<file path="src/shared/iom_pkg.sv">
package iom_pkg;
    // Port widths, 27 lines in all
    localparam int unsigned PA_W = 8;
    localparam int unsigned PB_W = 8;
    localparam int unsigned PC_W = 6;
    localparam int unsigned PD_W = 5;
    // Write select codes
    localparam logic [2:0] SEL_A_DIR = 3'h0;
    localparam logic [2:0] SEL_A_VAL = 3'h1;
    localparam logic [2:0] SEL_B_DIR = 3'h2;
    localparam logic [2:0] SEL_B_VAL = 3'h3;
    localparam logic [2:0] SEL_C_DIR = 3'h4;
    localparam logic [2:0] SEL_C_VAL = 3'h5;
    localparam logic [2:0] SEL_D_DIR = 3'h6;
    localparam logic [2:0] SEL_D_VAL = 3'h7;
    // Reset values: all lines input, data clear
    localparam logic [7:0] DIR_RST = 8'h00;
    localparam logic [7:0] VAL_RST = 8'h00;
    // Wake edge history starts high, so an armed line low out of reset counts as a falling edge
    localparam logic [7:0] HIST_RST = 8'hFF;
    // Alternate function bit positions
    localparam int unsigned PB_FLYBACK = 0;
    localparam int unsigned PC_COMPARE = 0;
    localparam int unsigned PC_SPI_LO = 2;
    localparam int unsigned PC_SPI_W = 4;
    localparam int unsigned PD_CSYNC = 0;
    localparam int unsigned PD_HSYNC = 1;
    localparam int unsigned PD_VSYNC = 2;
    localparam int unsigned PD_CLAMP = 3;
endpackage : iom_pkg

</file>
<file path="src/rtl/iom_io_port_alternate_function_mux.sv">
`timescale 1ns/1ps
// Summary of operation
// Low reset pin requests whole-chip reset
// Watchdog drives reset pin low
// Option bit puts timer compare on port C bit 0
// Enabled SPI owns port C bits 2..5
// Twenty-seven lines, direction and data per port
// Port A: plain input or open-drain
// Port B: analog, pull-up input, push-pull, wake
// Wake lines: falling edge or low level
// Pincushion use makes port B bit 0 flyback
// Port C: input, open-drain or SPI
// SPI pins drive push-pull while active
// One bit enables all port C pull-ups
// SPI enable removes SPI pin pull-ups
// Port D: pull-up input, push-pull, sync
// Port D bit 0 takes composite sync
// Port D bit 1 outputs horizontal sync
// Port D bit 2 outputs vertical sync
// Port D bit 3 outputs clamp pulse
// Port D inputs readable; capture takes the dedicated sync pins
// Board holds test pin low
// Direction bit set means output; reset clears
module iom_io_port_alternate_function_mux (
    input wire logic clk_sys,
    input wire logic rstn,
    // Software write port
    input wire logic reg_wr,
    input wire logic [2:0] reg_sel,
    input wire logic [7:0] reg_wdata,
    // Configuration bits
    input wire logic compare_sel,
    input wire logic spi_en,
    input wire logic pc_pullup_en,
    input wire logic sync_io_en,
    input wire logic hsync_gen_sel,
    input wire logic vsync_gen_sel,
    input wire logic pincushion_en,
    input wire logic [7:0] pb_analog_sel,
    input wire logic [7:0] pb_wake_en,
    input wire logic pb_wake_level,
    input wire logic [7:0] wake_clr,
    // Internal sources
    input wire logic timer_compare_out,
    input wire logic [3:0] spi_out,
    input wire logic [3:0] spi_oe,
    input wire logic sp_hsync_gen,
    input wire logic sp_vsync_gen,
    input wire logic sp_clamp,
    input wire logic watchdog_fire,
    // Reset pin
    input wire logic reset_pin_in,
    output logic reset_pin_out,
    output logic reset_pin_oe,
    output logic reset_req,
    // Sync pins without port function
    input wire logic horizontal_sync_in,
    input wire logic vertical_sync_in,
    // Port A
    input wire logic [7:0] pa_in,
    output logic [7:0] pa_out,
    output logic [7:0] pa_oe,
    output logic [7:0] pa_rd,
    // Port B
    input wire logic [7:0] pb_in,
    output logic [7:0] pb_out,
    output logic [7:0] pb_oe,
    output logic [7:0] pb_pu,
    output logic [7:0] pb_rd,
    // Port C
    input wire logic [5:0] pc_in,
    output logic [5:0] pc_out,
    output logic [5:0] pc_oe,
    output logic [5:0] pc_pu,
    output logic [5:0] pc_rd,
    // Port D
    input wire logic [4:0] pd_in,
    output logic [4:0] pd_out,
    output logic [4:0] pd_oe,
    output logic [4:0] pd_pu,
    output logic [4:0] pd_rd,
    // To other blocks
    output logic [7:0] wake_flag,
    output logic wake_req,
    output logic vertical_flyback_in,
    output logic composite_sync_in,
    output logic cap_hsync,
    output logic cap_vsync,
    output logic [3:0] spi_in
);

////////////////////////////////////////////////////////////////////////
// State

    // Whole module state in one word
    typedef struct packed {
        logic [7:0] a_dir;
        logic [7:0] a_val;
        logic [7:0] a_out;
        logic [7:0] a_oe;
        logic [7:0] a_rd;
        logic [7:0] b_dir;
        logic [7:0] b_val;
        logic [7:0] b_out;
        logic [7:0] b_oe;
        logic [7:0] b_pu;
        logic [7:0] b_rd;
        logic [7:0] b_prev;
        logic [7:0] wake;
        logic wake_any;
        logic [5:0] c_dir;
        logic [5:0] c_val;
        logic [5:0] c_out;
        logic [5:0] c_oe;
        logic [5:0] c_pu;
        logic [5:0] c_rd;
        logic [4:0] d_dir;
        logic [4:0] d_val;
        logic [4:0] d_out;
        logic [4:0] d_oe;
        logic [4:0] d_pu;
        logic [4:0] d_rd;
        logic rst_req;
        logic rst_oe;
        logic flyback;
        logic csync;
        logic cap_h;
        logic cap_v;
        logic [3:0] spi_in;
    } iom_state_t;

    iom_state_t s_q; // Registered state
    iom_state_t s_d; // Next state

    // Edge and level wake sources
    logic [7:0] wake_hit;
    // Lines armed for wake
    logic [7:0] wake_arm;

////////////////////////////////////////////////////////////////////////
// Next state

    // All muxing in one pass; outputs follow the new register values
    always_comb begin
        s_d = s_q;
        // Register writes; direction 1 means output
        if (reg_wr) begin
            unique case (reg_sel)
                iom_pkg::SEL_A_DIR: s_d.a_dir = reg_wdata;
                iom_pkg::SEL_A_VAL: s_d.a_val = reg_wdata;
                iom_pkg::SEL_B_DIR: s_d.b_dir = reg_wdata;
                iom_pkg::SEL_B_VAL: s_d.b_val = reg_wdata;
                iom_pkg::SEL_C_DIR: s_d.c_dir = reg_wdata[5:0];
                iom_pkg::SEL_C_VAL: s_d.c_val = reg_wdata[5:0];
                iom_pkg::SEL_D_DIR: s_d.d_dir = reg_wdata[4:0];
                iom_pkg::SEL_D_VAL: s_d.d_val = reg_wdata[4:0];
            endcase
        end

        // Port A: open drain only pulls low, never drives high
        s_d.a_out = '0;
        s_d.a_oe = s_d.a_dir & ~s_d.a_val;
        s_d.a_rd = (s_d.a_dir & s_d.a_val) | (~s_d.a_dir & pa_in);

        // Port B: push-pull, pull-up on digital inputs
        s_d.b_out = s_d.b_val;
        s_d.b_oe = s_d.b_dir & ~pb_analog_sel;
        s_d.b_pu = ~s_d.b_dir & ~pb_analog_sel;
        if (pincushion_en) begin
            // Flyback is a TTL input; no drive, no pull-up
            s_d.b_oe[iom_pkg::PB_FLYBACK] = 1'b0;
            s_d.b_pu[iom_pkg::PB_FLYBACK] = 1'b0;
        end
        s_d.b_rd = (s_d.b_dir & s_d.b_val) | (~s_d.b_dir & pb_in);
        s_d.flyback = pincushion_en & pb_in[iom_pkg::PB_FLYBACK];

        // Wake: sticky flags, a new hit beats a clear
        s_d.b_prev = pb_in;
        wake_arm = pb_wake_en & ~s_d.b_dir;
        if (pb_wake_level) begin
            wake_hit = wake_arm & ~pb_in;
        end else begin
            wake_hit = wake_arm & s_q.b_prev & ~pb_in;
        end
        s_d.wake = (s_q.wake & ~wake_clr) | wake_hit;
        s_d.wake_any = |s_d.wake;

        // Port C: open drain by default
        s_d.c_out = '0;
        s_d.c_oe = s_d.c_dir & ~s_d.c_val;
        s_d.c_pu = pc_pullup_en ? ~s_d.c_dir : '0;
        if (compare_sel) begin
            // Timer compare drives the pin both ways
            s_d.c_out[iom_pkg::PC_COMPARE] = timer_compare_out;
            s_d.c_oe[iom_pkg::PC_COMPARE] = 1'b1;
            s_d.c_pu[iom_pkg::PC_COMPARE] = 1'b0;
        end
        if (spi_en) begin
            // SPI owns direction; outputs are push-pull
            s_d.c_out[5:2] = spi_out;
            s_d.c_oe[5:2] = spi_oe;
            s_d.c_pu[5:2] = 4'h0;
        end
        s_d.c_rd = (s_d.c_dir & s_d.c_val) | (~s_d.c_dir & pc_in);
        // SPI sees pin levels only while enabled
        s_d.spi_in = spi_en ? pc_in[5:2] : 4'h0;

        // Port D: push-pull, pull-up on inputs
        s_d.d_out = s_d.d_val;
        s_d.d_oe = s_d.d_dir;
        s_d.d_pu = ~s_d.d_dir;
        if (sync_io_en) begin
            s_d.d_oe[iom_pkg::PD_CSYNC] = 1'b0;
            s_d.d_pu[iom_pkg::PD_CSYNC] = 1'b0;
            s_d.d_out[iom_pkg::PD_HSYNC] =
                hsync_gen_sel ? sp_hsync_gen : horizontal_sync_in;
            s_d.d_out[iom_pkg::PD_VSYNC] =
                vsync_gen_sel ? sp_vsync_gen : vertical_sync_in;
            s_d.d_out[iom_pkg::PD_CLAMP] = sp_clamp;
            s_d.d_oe[3:1] = 3'h7;
            s_d.d_pu[3:1] = 3'h0;
        end
        // Inputs read raw pin levels, so sync can be inspected
        s_d.d_rd = (s_d.d_dir & s_d.d_val) | (~s_d.d_dir & pd_in);
        s_d.csync = sync_io_en & pd_in[iom_pkg::PD_CSYNC];
        // Capture path takes the raw sync pins
        s_d.cap_h = horizontal_sync_in;
        s_d.cap_v = vertical_sync_in;

        // Reset pin: low in means reset; watchdog pulls it low
        s_d.rst_req = ~reset_pin_in;
        s_d.rst_oe = watchdog_fire;
    end

////////////////////////////////////////////////////////////////////////
// Registers

    // Async reset to constants: all lines input, data clear
    always_ff @(posedge clk_sys or negedge rstn) begin
        if (!rstn) begin
            s_q <= '0;
            s_q.a_dir <= iom_pkg::DIR_RST;
            s_q.b_dir <= iom_pkg::DIR_RST;
            s_q.c_dir <= iom_pkg::DIR_RST[5:0];
            s_q.d_dir <= iom_pkg::DIR_RST[4:0];
            s_q.a_val <= iom_pkg::VAL_RST;
            s_q.b_val <= iom_pkg::VAL_RST;
            s_q.b_prev <= iom_pkg::HIST_RST;
            // Reset request is asserted while the chip is held in reset
            s_q.rst_req <= 1'b1;
        end else begin
            s_q <= s_d;
        end
    end

////////////////////////////////////////////////////////////////////////
// Outputs

    // Every output but reset_pin_out is a state flop; the test pin stays off-chip
    assign reset_pin_out = 1'b0;
    assign reset_pin_oe = s_q.rst_oe;
    assign reset_req = s_q.rst_req;
    assign pa_out = s_q.a_out;
    assign pa_oe = s_q.a_oe;
    assign pa_rd = s_q.a_rd;
    assign pb_out = s_q.b_out;
    assign pb_oe = s_q.b_oe;
    assign pb_pu = s_q.b_pu;
    assign pb_rd = s_q.b_rd;
    assign pc_out = s_q.c_out;
    assign pc_oe = s_q.c_oe;
    assign pc_pu = s_q.c_pu;
    assign pc_rd = s_q.c_rd;
    assign pd_out = s_q.d_out;
    assign pd_oe = s_q.d_oe;
    assign pd_pu = s_q.d_pu;
    assign pd_rd = s_q.d_rd;
    assign wake_flag = s_q.wake;
    assign wake_req = s_q.wake_any;
    assign vertical_flyback_in = s_q.flyback;
    assign composite_sync_in = s_q.csync;
    assign cap_hsync = s_q.cap_h;
    assign cap_vsync = s_q.cap_v;
    assign spi_in = s_q.spi_in;
endmodule : iom_io_port_alternate_function_mux

</file>
<file path="config.mk">
export PLATFORM = sky130hd
export DESIGN_NAME = iom_io_port_alternate_function_mux
export DESIGN_NICKNAME = d
export VERILOG_FILES = /design/src/shared/iom_pkg.sv /design/src/rtl/iom_io_port_alternate_function_mux.sv
export SDC_FILE = /design/constraint.sdc
export NUM_CORES = 1
export LEC_CHECK = 0
export BUFFER_PORTS_ARGS = -buffer_cell sky130_fd_sc_hd__buf_2
export CAP_MARGIN = 25
export CORE_MARGIN = 10
export CORE_UTILIZATION = 40
export DETAILED_ROUTE_END_ITERATION = 6
export GPL_TIMING_DRIVEN = 0
export PLACE_DENSITY = 0.65
export SYNTH_ARGS = -nofsm -noshare
export SYNTH_HDL_FRONTEND = slang
export SYNTH_SLANG_ARGS = --single-unit
</file>
<file path="constraint.sdc">
create_clock -name clk_sys -period 1.2 [get_ports clk_sys]
set_input_delay 0.06 -clock clk_sys [delete_from_list [all_inputs] [get_ports clk_sys]]
set_output_delay 0.06 -clock clk_sys [all_outputs]
set_load 0.02 [all_outputs]
</file>
==> out/metrics.csv, run 1 <==
stage,metric,value,unit
final_layout,share of cells above drive strength 1,0.510,
routing,DRC viols,0,
synth,sequential area share after synthesis,0.619,
job,MaxCap Viol Count,0,
clocking,CTS tree,done,
power_and_ir_drop,Tot Pwr,16.7,mW
global_routing,largest net degree at the start of global routing,85,
synth,Adder-Cell Fraction of Synth Area,0,
critical_path,WP data arrival,1.48,ns
floorplanning,Die X,148,um
timing,post-route minimum period,1.19,ns
timing,Slew @ Worst Pin,0.591,ns
floorplanning,die height,148,um
critical_path,critical path's largest stage delay,0.37,ns
final_layout,fin nets,905,
timing,slew margin rel.,0.606,
power_and_ir_drop,Leak,4.87,nW
floorplanning,die footprint,0.0218,sq mm
critical_path,worst setup path class,reg -> reg,
placed_design,DP Cell Count,931,
critical_path,CP startpoint,s_q[91],
synth,synthesized cell area,0.00652,sq mm
power_and_ir_drop,power density cells,1770,mW/mm^2
critical_path,CP max-delay cell,dfstp_2,
synth,Post-Syn Instances,511,
timing,FMAX,0.842,GHz
synth,Synth Area in XOR/XNOR,0,
floorplanning,Ports,209,
clocking,clock-pin slew on the worst setup and hold paths,0.06,ns
synth,Seq cells post-synth,161,
critical_path,critical path peak fanout,2,
routing,final wirelength,16300,um
floorplanning,Placement Rows,46,
final_layout,register area,0.00404,sq mm
clocking,total CTS buffers,17,
clocking,Sink Count,161,
clocking,root buffer cell,clkbuf_16,
synth,largest family of logic cells by synthesized area,buffers and inverters,
final_layout,"commonest non-fill, non-tap cell in the layout",buf_2,
synth,Yosys top cell by area,dfrtp_1,
hold_path,worst min path class,in -> reg,
final_layout,final std cells w/o fill,1046,
synth,simple-gate share of the synthesized area,0.0713,
routing,post-route ant nets,0,
critical_path,worst r2r src,s_q[91],
outcome,status,"complete, but fails checks",
global_routing,global route overflow,0,
hold_path,min-delay src,vsync_gen_sel,
routing,vias per cell,4.22,
routing,drt pass-1 iters,4,
placed_design,IO buf count,194,
floorplanning,core area,0.0159,sq mm
clocking,clk buf depth,2,
critical_path,critical path cell sequence,o211ai_1 -> o22ai_2 -> nor4_2 -> nand2_1,
critical_path,CP Data Required Time,1.49,ns
placed_design,DP HPWL,11600,um
timing,RSZ-0062 raised after global routing,yes,
timing,final hold slack,-0.0236,ns
outcome,failing checks,negative hold slack,
synth,"EDFF count, synth",0,
synth,Synth Area in Compound Gates,0.0361,
routing,Avg WL per Cell,15.6,um
global_routing,global-route wire length before repair,25700,um
final_layout,area of the multi-input gates,0.00158,sq mm
global_routing,initial antenna violation count,2,
timing,Hold Fails Final Rpt,1,
clocking,htree depth,4,
final_layout,P&R area growth vs syn,44.8,%
final_layout,"Core Util, Final",0.593,
timing,final worst path period share,0.990,
placed_design,placer congestion estimate,0.779,
critical_path,CP endpoint kind,flop,
routing,via count,4416,
synth,Yosys cell types,31,
critical_path,CP startpoint kind,flop,
routing,DRT iter0 DRCs,127,
global_routing,vias in the first global route,4949,
synth,YS warnings,0,
power_and_ir_drop,maximum VDD drop,0.918,mV
timing,final setup skew,0.00650,ns
synth,synth top area cells,"dfrtp_1 (58%), buf_4 (13%), mux2_2 (8.6%), dfstp_2 (3.6%), inv_1 (2.5%)",
synth,Synth Flop Type,dfrtp_1,
clocking,Clock Latency Late Sink,0.41,ns
final_layout,Fillers,1316,
timing,endpoints failing setup,0,
synth,post-synthesis mux area share,0.111,
timing,pins over their slew limit,0,
global_routing,Total Routing Usage GR,0.149,
synth,area share of the leading cell type in the synthesized netlist,0.583,
floorplanning,starting density of the core,0.409,
final_layout,most frequent cells in the layout,"buf_2 (193), dfrtp_1 (152), buf_4 (116), dlygate4sd3_1 (77), inv_1 (43)",
synth,async set-or-reset flop fraction in the synthesized netlist,1.00,
synth,mean post-synth cell area,12.8,sq um
final timing paths:
kind	to	slack [ns]	cells after the start
worst max-delay path	wake_req	0.01	4
worst min-delay path	pd_out[2]	-0.02	3
worst max register to register	wake_req	0.01	4
worst min register to register	s_q[168]	0.50	1
max in group asynchronous	reset_req	0.18	3
min in group asynchronous	pb_oe[3]	0.20	2
through the flow:
stage               hold slack [ns]  setup TNS (ns)  worst slack (ns)  area [sq um]
finish                      -0.0236               0            0.0120          9450
global route                 0.0113         -0.0659           -0.0659          9450
CTS                         0.00805         -0.0112           -0.0112          9420
detailed placement            0.131          -26.29            -0.499          7960
global placement              0.174         -369.45             -2.20          7920
floorplan                    -0.236           -1.90            -0.106          6680
metal layers:
metal	part of all wire	wire, um	track usage	vias up
met4	0.022	352	0.0679	2
met1	0.39	6430	0.163	2136
li1	-	-	-	2135
met2	0.53	8560	0.261	118
met5	0.00043	7	0	-
met3	0.058	954	0.0446	25
cell type report:
class | instances | area share
Sequential cell | 161 | 0.428
Timing Repair Buffer | 277 | 0.195
Multi-Input combinational cell | 196 | 0.167
Buffer | 120 | 0.0965
Clock buffer | 18 | 0.0465
Tap cell | 216 | 0.0286
Clock inverter | 14 | 0.0212
Inverter | 43 | 0.0171
Antenna cell | 1 | 0.000265
where the power goes:
part | switching, mW | leakage, nW | internal [mW]
sequential | 0.271 | 1.95 | 6.37
clock | 2.23 | 0.304 | 3.57
combinational | 2.18 | 2.62 | 2.09
total | 4.68 | 4.87 | 12.0
cells by family (layout without fill, tap and decap cells):
logic type             count (synthesis)  in the layout
buffers and inverters                163            472
flip-flops                           161            161
AND/OR/NAND/NOR                       84             84
multiplexers                          66             66
AO/OA/AOI/OAI                         36             36
other                                  1             11
worst max-delay path, delay by kind of cell (launching register included):
| kind | cells | cell delay [ns] |
|---|---|---|
| AND/OR/NAND/NOR | 2 | 0.38 |
| AO/OA/AOI/OAI | 2 | 0.31 |
| flip-flops | 1 | 0.37 |
what timing repair did:
| action | in CTS | in global routing |
|---|---|---|
| pin swaps | 2 | 3 |
| setup buffers | 2 | 3 |
| endpoints found under the setup margin | 13 | 94 |
| gates resized for setup | 2 | 2 |
| endpoints found under the hold margin | 169 | 0 |
| hold buffers | 78 | 0 |
cell usage after synthesis (2+ instances only):
master,number
mux2i_1,16
o22ai_1,6
nand2b_1,9
mux2_2,50
dfstp_2,9
o21ai_0,4
and2_1,12
clkbuf_1,2
a21oi_1,11
o22ai_2,2
nor4_1,2
o21a_1,5
inv_1,43
nor3b_2,2
o211ai_1,8
dfrtp_1,152
buf_4,114
nand4b_1,3
nor2_1,37
buf_6,2
nor3b_1,2
nor2b_1,7
nand2_1,5
state kept, by name, indices dropped and copies added (netlist names), 8 cells and up:
name and count:
pb_out 8, wake_flag 8, pb_pu 8, pb_oe 8, s_q 52, pa_oe 8, pb_rd 8, pa_rd 8
Note: power is estimated with default switching activity, not from simulation.
==> run 2, diff against run 1 <==
--- a/config.mk
+++ b/config.mk
@@ -7,11 +7,10 @@
 export LEC_CHECK = 0
 export BUFFER_PORTS_ARGS = -buffer_cell sky130_fd_sc_hd__buf_2
 export CAP_MARGIN = 25
-export CORE_MARGIN = 10
 export CORE_UTILIZATION = 40
 export DETAILED_ROUTE_END_ITERATION = 6
-export GPL_TIMING_DRIVEN = 0
 export PLACE_DENSITY = 0.65
+export SETUP_SLACK_MARGIN = 0.2
 export SYNTH_ARGS = -nofsm -noshare
 export SYNTH_HDL_FRONTEND = slang
 export SYNTH_SLANG_ARGS = --single-unit
==> out/metrics.csv, run 2 (same netlist as run 1, synthesis figures left out) <==
stage,metric,value,unit,change
routing,drt pass-1 iters,4,,unchanged
timing,Hold Fails Final Rpt,4,,was 1
timing,FMAX,0.839,GHz,was 0.842 GHz
placed_design,DP HPWL,10000,um,was 11600 um
routing,DRT iter0 DRCs,183,,was 127
timing,endpoints failing setup,0,,unchanged
final_layout,Fillers,1207,,was 1316
clocking,Sink Count,161,,unchanged
global_routing,GRT Max-Usage Layer,met2,,unchanged
power_and_ir_drop,maximum VDD drop,0.930,mV,was 0.918 mV
final_layout,share of cells above drive strength 1,0.510,,about the same
routing,post-route ant nets,0,,unchanged
final_layout,Inserted Diodes,0,,was 1
final_layout,area of the multi-input gates,0.00196,sq mm,was 0.00158 sq mm
routing,DRC viols,0,,unchanged
critical_path,WP data arrival,1.49,ns,was 1.48 ns
placed_design,placer congestion estimate,0.735,,was 0.779
clocking,clock-pin slew on the worst setup and hold paths,0.06,ns,about the same
critical_path,CP startpoint kind,primary input,,was flop
timing,final hold slack,-0.0392,ns,was -0.0236 ns
clocking,CTS tree,done,,unchanged
global_routing,GR Util met2,0.341,,was 0.261
routing,via count,4239,,was 4416
floorplanning,Ports,209,,unchanged
clocking,total CTS buffers,17,,unchanged
timing,RSZ-0062 raised after global routing,yes,,unchanged
placed_design,IO buf count,198,,was 194
final_layout,"commonest non-fill, non-tap cell in the layout",dfrtp_1,,was buf_2
global_routing,largest net degree at the start of global routing,41,,was 85
floorplanning,Placement Rows,46,,unchanged
critical_path,CP max-delay cell,dlygate4sd3_1,,was dfstp_2
final_layout,"Most flops, register",s_q,,unchanged
global_routing,initial antenna violation count,0,,was 2
floorplanning,Die X,130,um,was 148 um
clocking,clk buf depth,2,,unchanged
routing,vias per cell,4.45,,was 4.22
global_routing,global-route wire length before repair,23800,um,was 25700 um
power_and_ir_drop,Leak,4.77,nW,was 4.87 nW
global_routing,met1 GRT Util,0.225,,was 0.163
timing,pins over their slew limit,0,,unchanged
routing,final wirelength,16100,um,was 16300 um
critical_path,critical path's largest stage delay,0.63,ns,was 0.37 ns
final_layout,P&R area growth vs syn,50.5,%,was 44.8%
floorplanning,die footprint,0.0168,sq mm,was 0.0218 sq mm
clocking,Clock Latency Late Sink,0.42,ns,was 0.41 ns
global_routing,global route overflow,0,,unchanged
global_routing,vias in the first global route,4681,,was 4949
final_layout,"Core Util, Final",0.618,,was 0.593
final_layout,max reg flops,52,,unchanged
final_layout,register area,0.00404,sq mm,unchanged
critical_path,critical path peak fanout,5,,was 2
hold_path,worst min path class,in -> reg,,unchanged
final_layout,fin nets,814,,was 905
power_and_ir_drop,power density cells,1730,mW/mm^2,was 1770 mW/mm^2
critical_path,critical path cell sequence,buf_2 -> dlygate4sd3_1 -> mux2_4 -> o22ai_2 -> nor4_2 -> nand2_1,,was o211ai_1 -> o22ai_2 -> nor4_2 -> nand2_1
floorplanning,starting density of the core,0.411,,was 0.409
critical_path,worst setup path class,in -> reg,,was reg -> reg
outcome,failing checks,negative hold slack,,unchanged
global_routing,Total Routing Usage GR,0.192,,was 0.149
critical_path,CP endpoint kind,flop,,unchanged
timing,final worst path period share,0.993,,was 0.990
job,MaxCap Viol Count,0,,unchanged
clocking,root buffer cell,clkbuf_16,,unchanged
clocking,htree depth,4,,unchanged
critical_path,CP Data Required Time,1.49,ns,about the same
floorplanning,die height,130,um,was 148 um
floorplanning,core area,0.0159,sq mm,about the same
timing,final setup skew,0.00574,ns,was 0.00650 ns
final_layout,most frequent cells in the layout,"dfrtp_1 (152), buf_6 (120), buf_2 (86), dlygate4sd3_1 (72), mux2_4 (43)",,"was buf_2 (193), dfrtp_1 (152), buf_4 (116), dlygate4sd3_1 (77), inv_1 (43)"
timing,post-route minimum period,1.19,ns,about the same
global_routing,met3 usage,0.0492,,was 0.0446
outcome,status,"complete, but fails checks",,unchanged
routing,Avg WL per Cell,16.9,um,was 15.6 um
run 2: cell types whose count changed in the layout (fill, tap and decap cells not counted), sizes merged:
cell	previous run	this run
buf	318	233
dlygate4sd3	77	72
inv	47	43
bufinv	4	2
clkbuf	20	21
clkinvlp	3	4
diode	1	0
dlymetal6s4s	0	1
run 2: worst max-delay path: cells and delay by family:
family          cells  cell delay [ns]
buf+inv             2             0.72
simple gates        2             0.38
mux                 1             0.22
compound gates      1             0.11
run 2: stage by stage:
step           setup TNS [ns]  cell area [sq um]  power (mW)  setup slack [ns]  std cells
3_5_place_dp           -12.72               7350        10.1            -0.305        839
3_3_place_gp           -10.57               7350        9.95            -0.338        839
5_1_grt               -0.0475               9820        17.7           -0.0475        952
6_report                    0               9820        16.9           0.00857        952
4_1_cts               -0.0388               9370        16.5           -0.0388        944
2_1_floorplan           -1.95               6720        9.56            -0.105        520
run 2: path summary, 6_finish.rpt:
path | depth (start not counted) | end | slack (ns) | from
setup reg to reg | 4 | wake_req | 0.009 | s_q[91]
setup / recovery | 6 | wake_req | 0.009 | reg_wdata[6]
hold / removal | 2 | s_q[140] | -0.04 | reg_wdata[7]
min in group asynchronous | 2 | reset_pin_oe | 0.12 | rstn
max in group asynchronous | 3 | s_q[92] | 0.48 | rstn
hold reg to reg | 1 | s_q[64] | 0.50 | s_q[64]
run 2: cell type report:
type,instances,share of cell area
Multi-Input combinational cell,196,0.200
Clock buffer,21,0.0479
Sequential cell,161,0.412
Tap cell,216,0.0275
Inverter,43,0.0164
Clock inverter,9,0.0111
Timing Repair Buffer,306,0.286
run 2: routing by layer:
metal	vias to the layer above	routed length, um	part of all wire
met2	147	8830	0.55
li1	1957	-	-
met4	0	255	0.016
met3	20	821	0.051
met1	2115	6180	0.38
met5	-	0	0
run 2: what timing repair did:
| item | in CTS | in global routing |
|---|---|---|
| buffers inserted | 3 | 7 |
| hold buffers | 72 | 2 |
| endpoints found under the hold margin | 249 | 5 |
| pin swaps | 4 | 14 |
| resized for setup | 212 | 95 |
| setup endpoints to repair | 115 | 147 |
| gates cloned | 0 | 0 |
run 2: power by group:
| group | switching [mW] | leakage, nW | internal [mW] |
|---|---|---|---|
| sequential | 0.490 | 1.95 | 6.38 |
| combinational | 2.23 | 2.54 | 2.58 |
| clock | 2.05 | 0.273 | 3.20 |
==> run 3, diff against run 2 <==
==> constraint.sdc (replaced) <==
create_clock -name clk_sys -period 1.2 [get_ports clk_sys]
set_input_delay 0.06 -clock clk_sys [delete_from_list [all_inputs] [get_ports clk_sys]]
set_output_delay 0.06 -clock clk_sys [all_outputs]
set_load 0.01 [all_outputs]
==> out/metrics.csv, run 3 (same netlist as run 1, synthesis figures left out) <==
stage,metric,value,unit,change
outcome,status,"complete, but fails checks",,unchanged
outcome,failing checks,"negative hold slack, negative setup slack",,was negative hold slack
global_routing,global-route wire length before repair,22800,um,was 23800 um
floorplanning,Ports,209,,unchanged
power_and_ir_drop,Leak,4.59,nW,was 4.77 nW
timing,pins over their slew limit,0,,unchanged
final_layout,max reg flops,52,,unchanged
global_routing,met3 usage,0.0459,,was 0.0492
final_layout,Inserted Diodes,0,,unchanged
routing,Avg WL per Cell,15.9,um,was 16.9 um
final_layout,"commonest non-fill, non-tap cell in the layout",buf_2,,was dfrtp_1
clocking,Sink Count,161,,unchanged
timing,Final WS setup,-0.0133,ns,was 0.00857 ns
timing,final hold slack,-0.0225,ns,was -0.0392 ns
final_layout,"Most flops, register",s_q,,unchanged
routing,DRT iter0 DRCs,146,,was 183
timing,Hold Fails Final Rpt,2,,was 4
hold_path,WHS Path Cells,3,,was 2
floorplanning,die height,130,um,unchanged
critical_path,CP max-delay cell,dfstp_2,,was dlygate4sd3_1
critical_path,CP endpoint kind,flop,,unchanged
global_routing,global route overflow,0,,unchanged
global_routing,met1 GRT Util,0.223,,was 0.225
hold_path,min-delay src,pb_wake_en[1],,was reg_wdata[7]
floorplanning,starting density of the core,0.411,,unchanged
global_routing,Total Routing Usage GR,0.184,,was 0.192
placed_design,pre-CTS setup slack,-0.305,ns,unchanged
critical_path,family with the most delay on the worst path,simple AND/OR/NAND/NOR gates,,was buffers and inverters
critical_path,CP Data Required Time,1.49,ns,about the same
floorplanning,core area,0.0159,sq mm,unchanged
power_and_ir_drop,clock network power share,0.335,,was 0.310
power_and_ir_drop,Pint,11.5,mW,was 12.2 mW
critical_path,CP startpoint kind,flop,,was primary input
clocking,CTS tree,done,,unchanged
placed_design,placer congestion estimate,0.735,,unchanged
power_and_ir_drop,Comb pwr share,0.234,,was 0.284
final_layout,most frequent cells in the layout,"buf_2 (177), dfrtp_1 (152), dlygate4sd3_1 (73), inv_1 (41), mux2_4 (38)",,"was dfrtp_1 (152), buf_6 (120), buf_2 (86), dlygate4sd3_1 (72), mux2_4 (43)"
critical_path,WP data arrival,1.50,ns,was 1.49 ns
critical_path,critical path cell sequence,o211ai_1 -> o22ai_2 -> nor4_2 -> nand2_1,,was buf_2 -> dlygate4sd3_1 -> mux2_4 -> o22ai_2 -> nor4_2 -> nand2_1
placed_design,DP HPWL,10000,um,unchanged
clocking,clk buf depth,2,,unchanged
final_layout,post-layout instance area,0.00922,sq mm,was 0.00982 sq mm
global_routing,largest net degree at the start of global routing,41,,unchanged
clocking,total CTS buffers,17,,unchanged
global_routing,GR Util met2,0.314,,was 0.341
final_layout,share of cells above drive strength 1,0.507,,was 0.510
floorplanning,Placement Rows,46,,unchanged
critical_path,"Buf+Inv Stages, Crit Path",0,,was 2
hold_path,worst min path class,in -> reg,,unchanged
timing,FMAX,0.824,GHz,was 0.839 GHz
timing,RSZ-0062 raised after global routing,yes,,unchanged
timing,post-route minimum period,1.21,ns,was 1.19 ns
power_and_ir_drop,maximum VDD drop,0.921,mV,was 0.930 mV
global_routing,GRT Max-Usage Layer,met2,,unchanged
clocking,htree depth,4,,unchanged
critical_path,worst setup path class,reg -> reg,,was in -> reg
critical_path,Crit Reg-Reg Endpoint,wake_req,,unchanged
final_layout,P&R area growth vs syn,41.4,%,was 50.5%
hold_path,hold endpoint,wake_flag[1],,was s_q[140]
placed_design,Post-DP Area,0.00735,sq mm,unchanged
critical_path,reg2reg setup slack,-0.01,ns,was 0.009 ns
critical_path,critical path's largest stage delay,0.36,ns,was 0.63 ns
routing,DRC viols,0,,unchanged
power_and_ir_drop,switch share,0.262,,was 0.282
routing,post-route ant nets,0,,unchanged
routing,final wirelength,15100,um,was 16100 um
critical_path,Reg2Reg Depth,4,,unchanged
floorplanning,die footprint,0.0168,sq mm,unchanged
timing,final worst path period share,1.01,,was 0.993
global_routing,initial antenna violation count,0,,unchanged
floorplanning,Die X,130,um,unchanged
job,MaxCap Viol Count,0,,unchanged
critical_path,worst r2r src,s_q[90],,was s_q[91]
critical_path,critical path peak fanout,2,,was 5
routing,via count,4211,,was 4239
power_and_ir_drop,sequential share of power,0.431,,was 0.406
clocking,clock-pin slew on the worst setup and hold paths,0.06,ns,about the same
power_and_ir_drop,power density cells,1690,mW/mm^2,was 1730 mW/mm^2
power_and_ir_drop,net load switching power,4.09,mW,was 4.77 mW
routing,drt pass-1 iters,4,,unchanged
final_layout,fin nets,813,,was 814
clocking,root buffer cell,clkbuf_16,,unchanged
placed_design,IO buf count,198,,unchanged
routing,vias per cell,4.43,,was 4.45
global_routing,vias in the first global route,4526,,was 4681
clocking,Clock Latency Late Sink,0.42,ns,about the same
timing,final setup skew,0.00658,ns,was 0.00574 ns
timing,endpoints failing setup,1,,was 0
run 3: cell count changes in the layout (fill, tap and decap cells not counted), sizes merged:
| cell | previous run | this run |
|---|---|---|
| buf | 233 | 231 |
| dlygate4sd3 | 72 | 73 |
run 3: routing by layer:
layer  wire [um]  up-vias
li1            -     1957
met1        6160     2096
met2        7930      137
met3         702       21
met4         288        0
met5           0        -
run 3: worst max-delay path by stage:
stage                     from  cells after the start       end
CTS                    s_q[87]                      4  wake_req
finish                 s_q[90]                      4  wake_req
detailed placement  reg_sel[2]                      7  wake_req
global route           s_q[90]                      4  wake_req
floorplan           reg_sel[0]                      5  pb_rd[1]
global placement    reg_sel[2]                      7  wake_req
run 3: repair_timing:
item / in CTS / in global routing
hold buffers: 73 / 2
setup endpoints to repair: 56 / 132
resized for setup: 33 / 69
pin swaps: 4 / 11
hold endpoints to repair: 248 / 4
buffers inserted: 3 / 5
cloned: 0 / 0
run 3: final cells by class:
| class | count | area (sq um) |
|---|---|---|
| clock inverter | 9 | 109 |
| inverter | 43 | 161 |
| fill | 1286 | 6660 |
| tap | 216 | 270 |
| timing repair buffer | 305 | 2230 |
| multi-input combinational | 196 | 1940 |
| sequential | 161 | 4040 |
| clock buffer | 21 | 470 |
run 3: worst register-to-register path: stages, from the launching register on:
cell	delay (ns)
dfstp_2	0.36
o211ai_1	0.22
o22ai_2	0.14
nor4_2	0.28
nand2_1	0.10
run 3: power groups by stage:
stage | clock network [mW] | registers, mW | logic, mW
3_5_place_dp | 0 | 6.75 | 2.81
2_1_floorplan | 0 | 6.68 | 2.37
6_report | 5.23 | 6.73 | 3.64
3_3_place_gp | 0 | 6.72 | 2.73
5_1_grt | 5.60 | 6.82 | 3.95
4_1_cts | 5.37 | 6.68 | 3.24
run 3: stage by stage:
| stage | util | std cells | TNS, ns | hold slack, ns | power (mW) |
|---|---|---|---|---|---|
| 6_report | 0.581 | 951 | -0.0133 | -0.0225 | 15.6 |
| 5_1_grt | 0.581 | 951 | -0.0804 | -0.0375 | 16.4 |
| 4_1_cts | 0.556 | 945 | -0.0388 | -0.0524 | 15.3 |
| 3_5_place_dp | 0.463 | 839 | -12.72 | 0.00521 | 9.57 |
| 3_3_place_gp | 0.463 | 839 | -10.57 | -0.00281 | 9.46 |
| 2_1_floorplan | - | 520 | -1.95 | -0.236 | 9.04 |
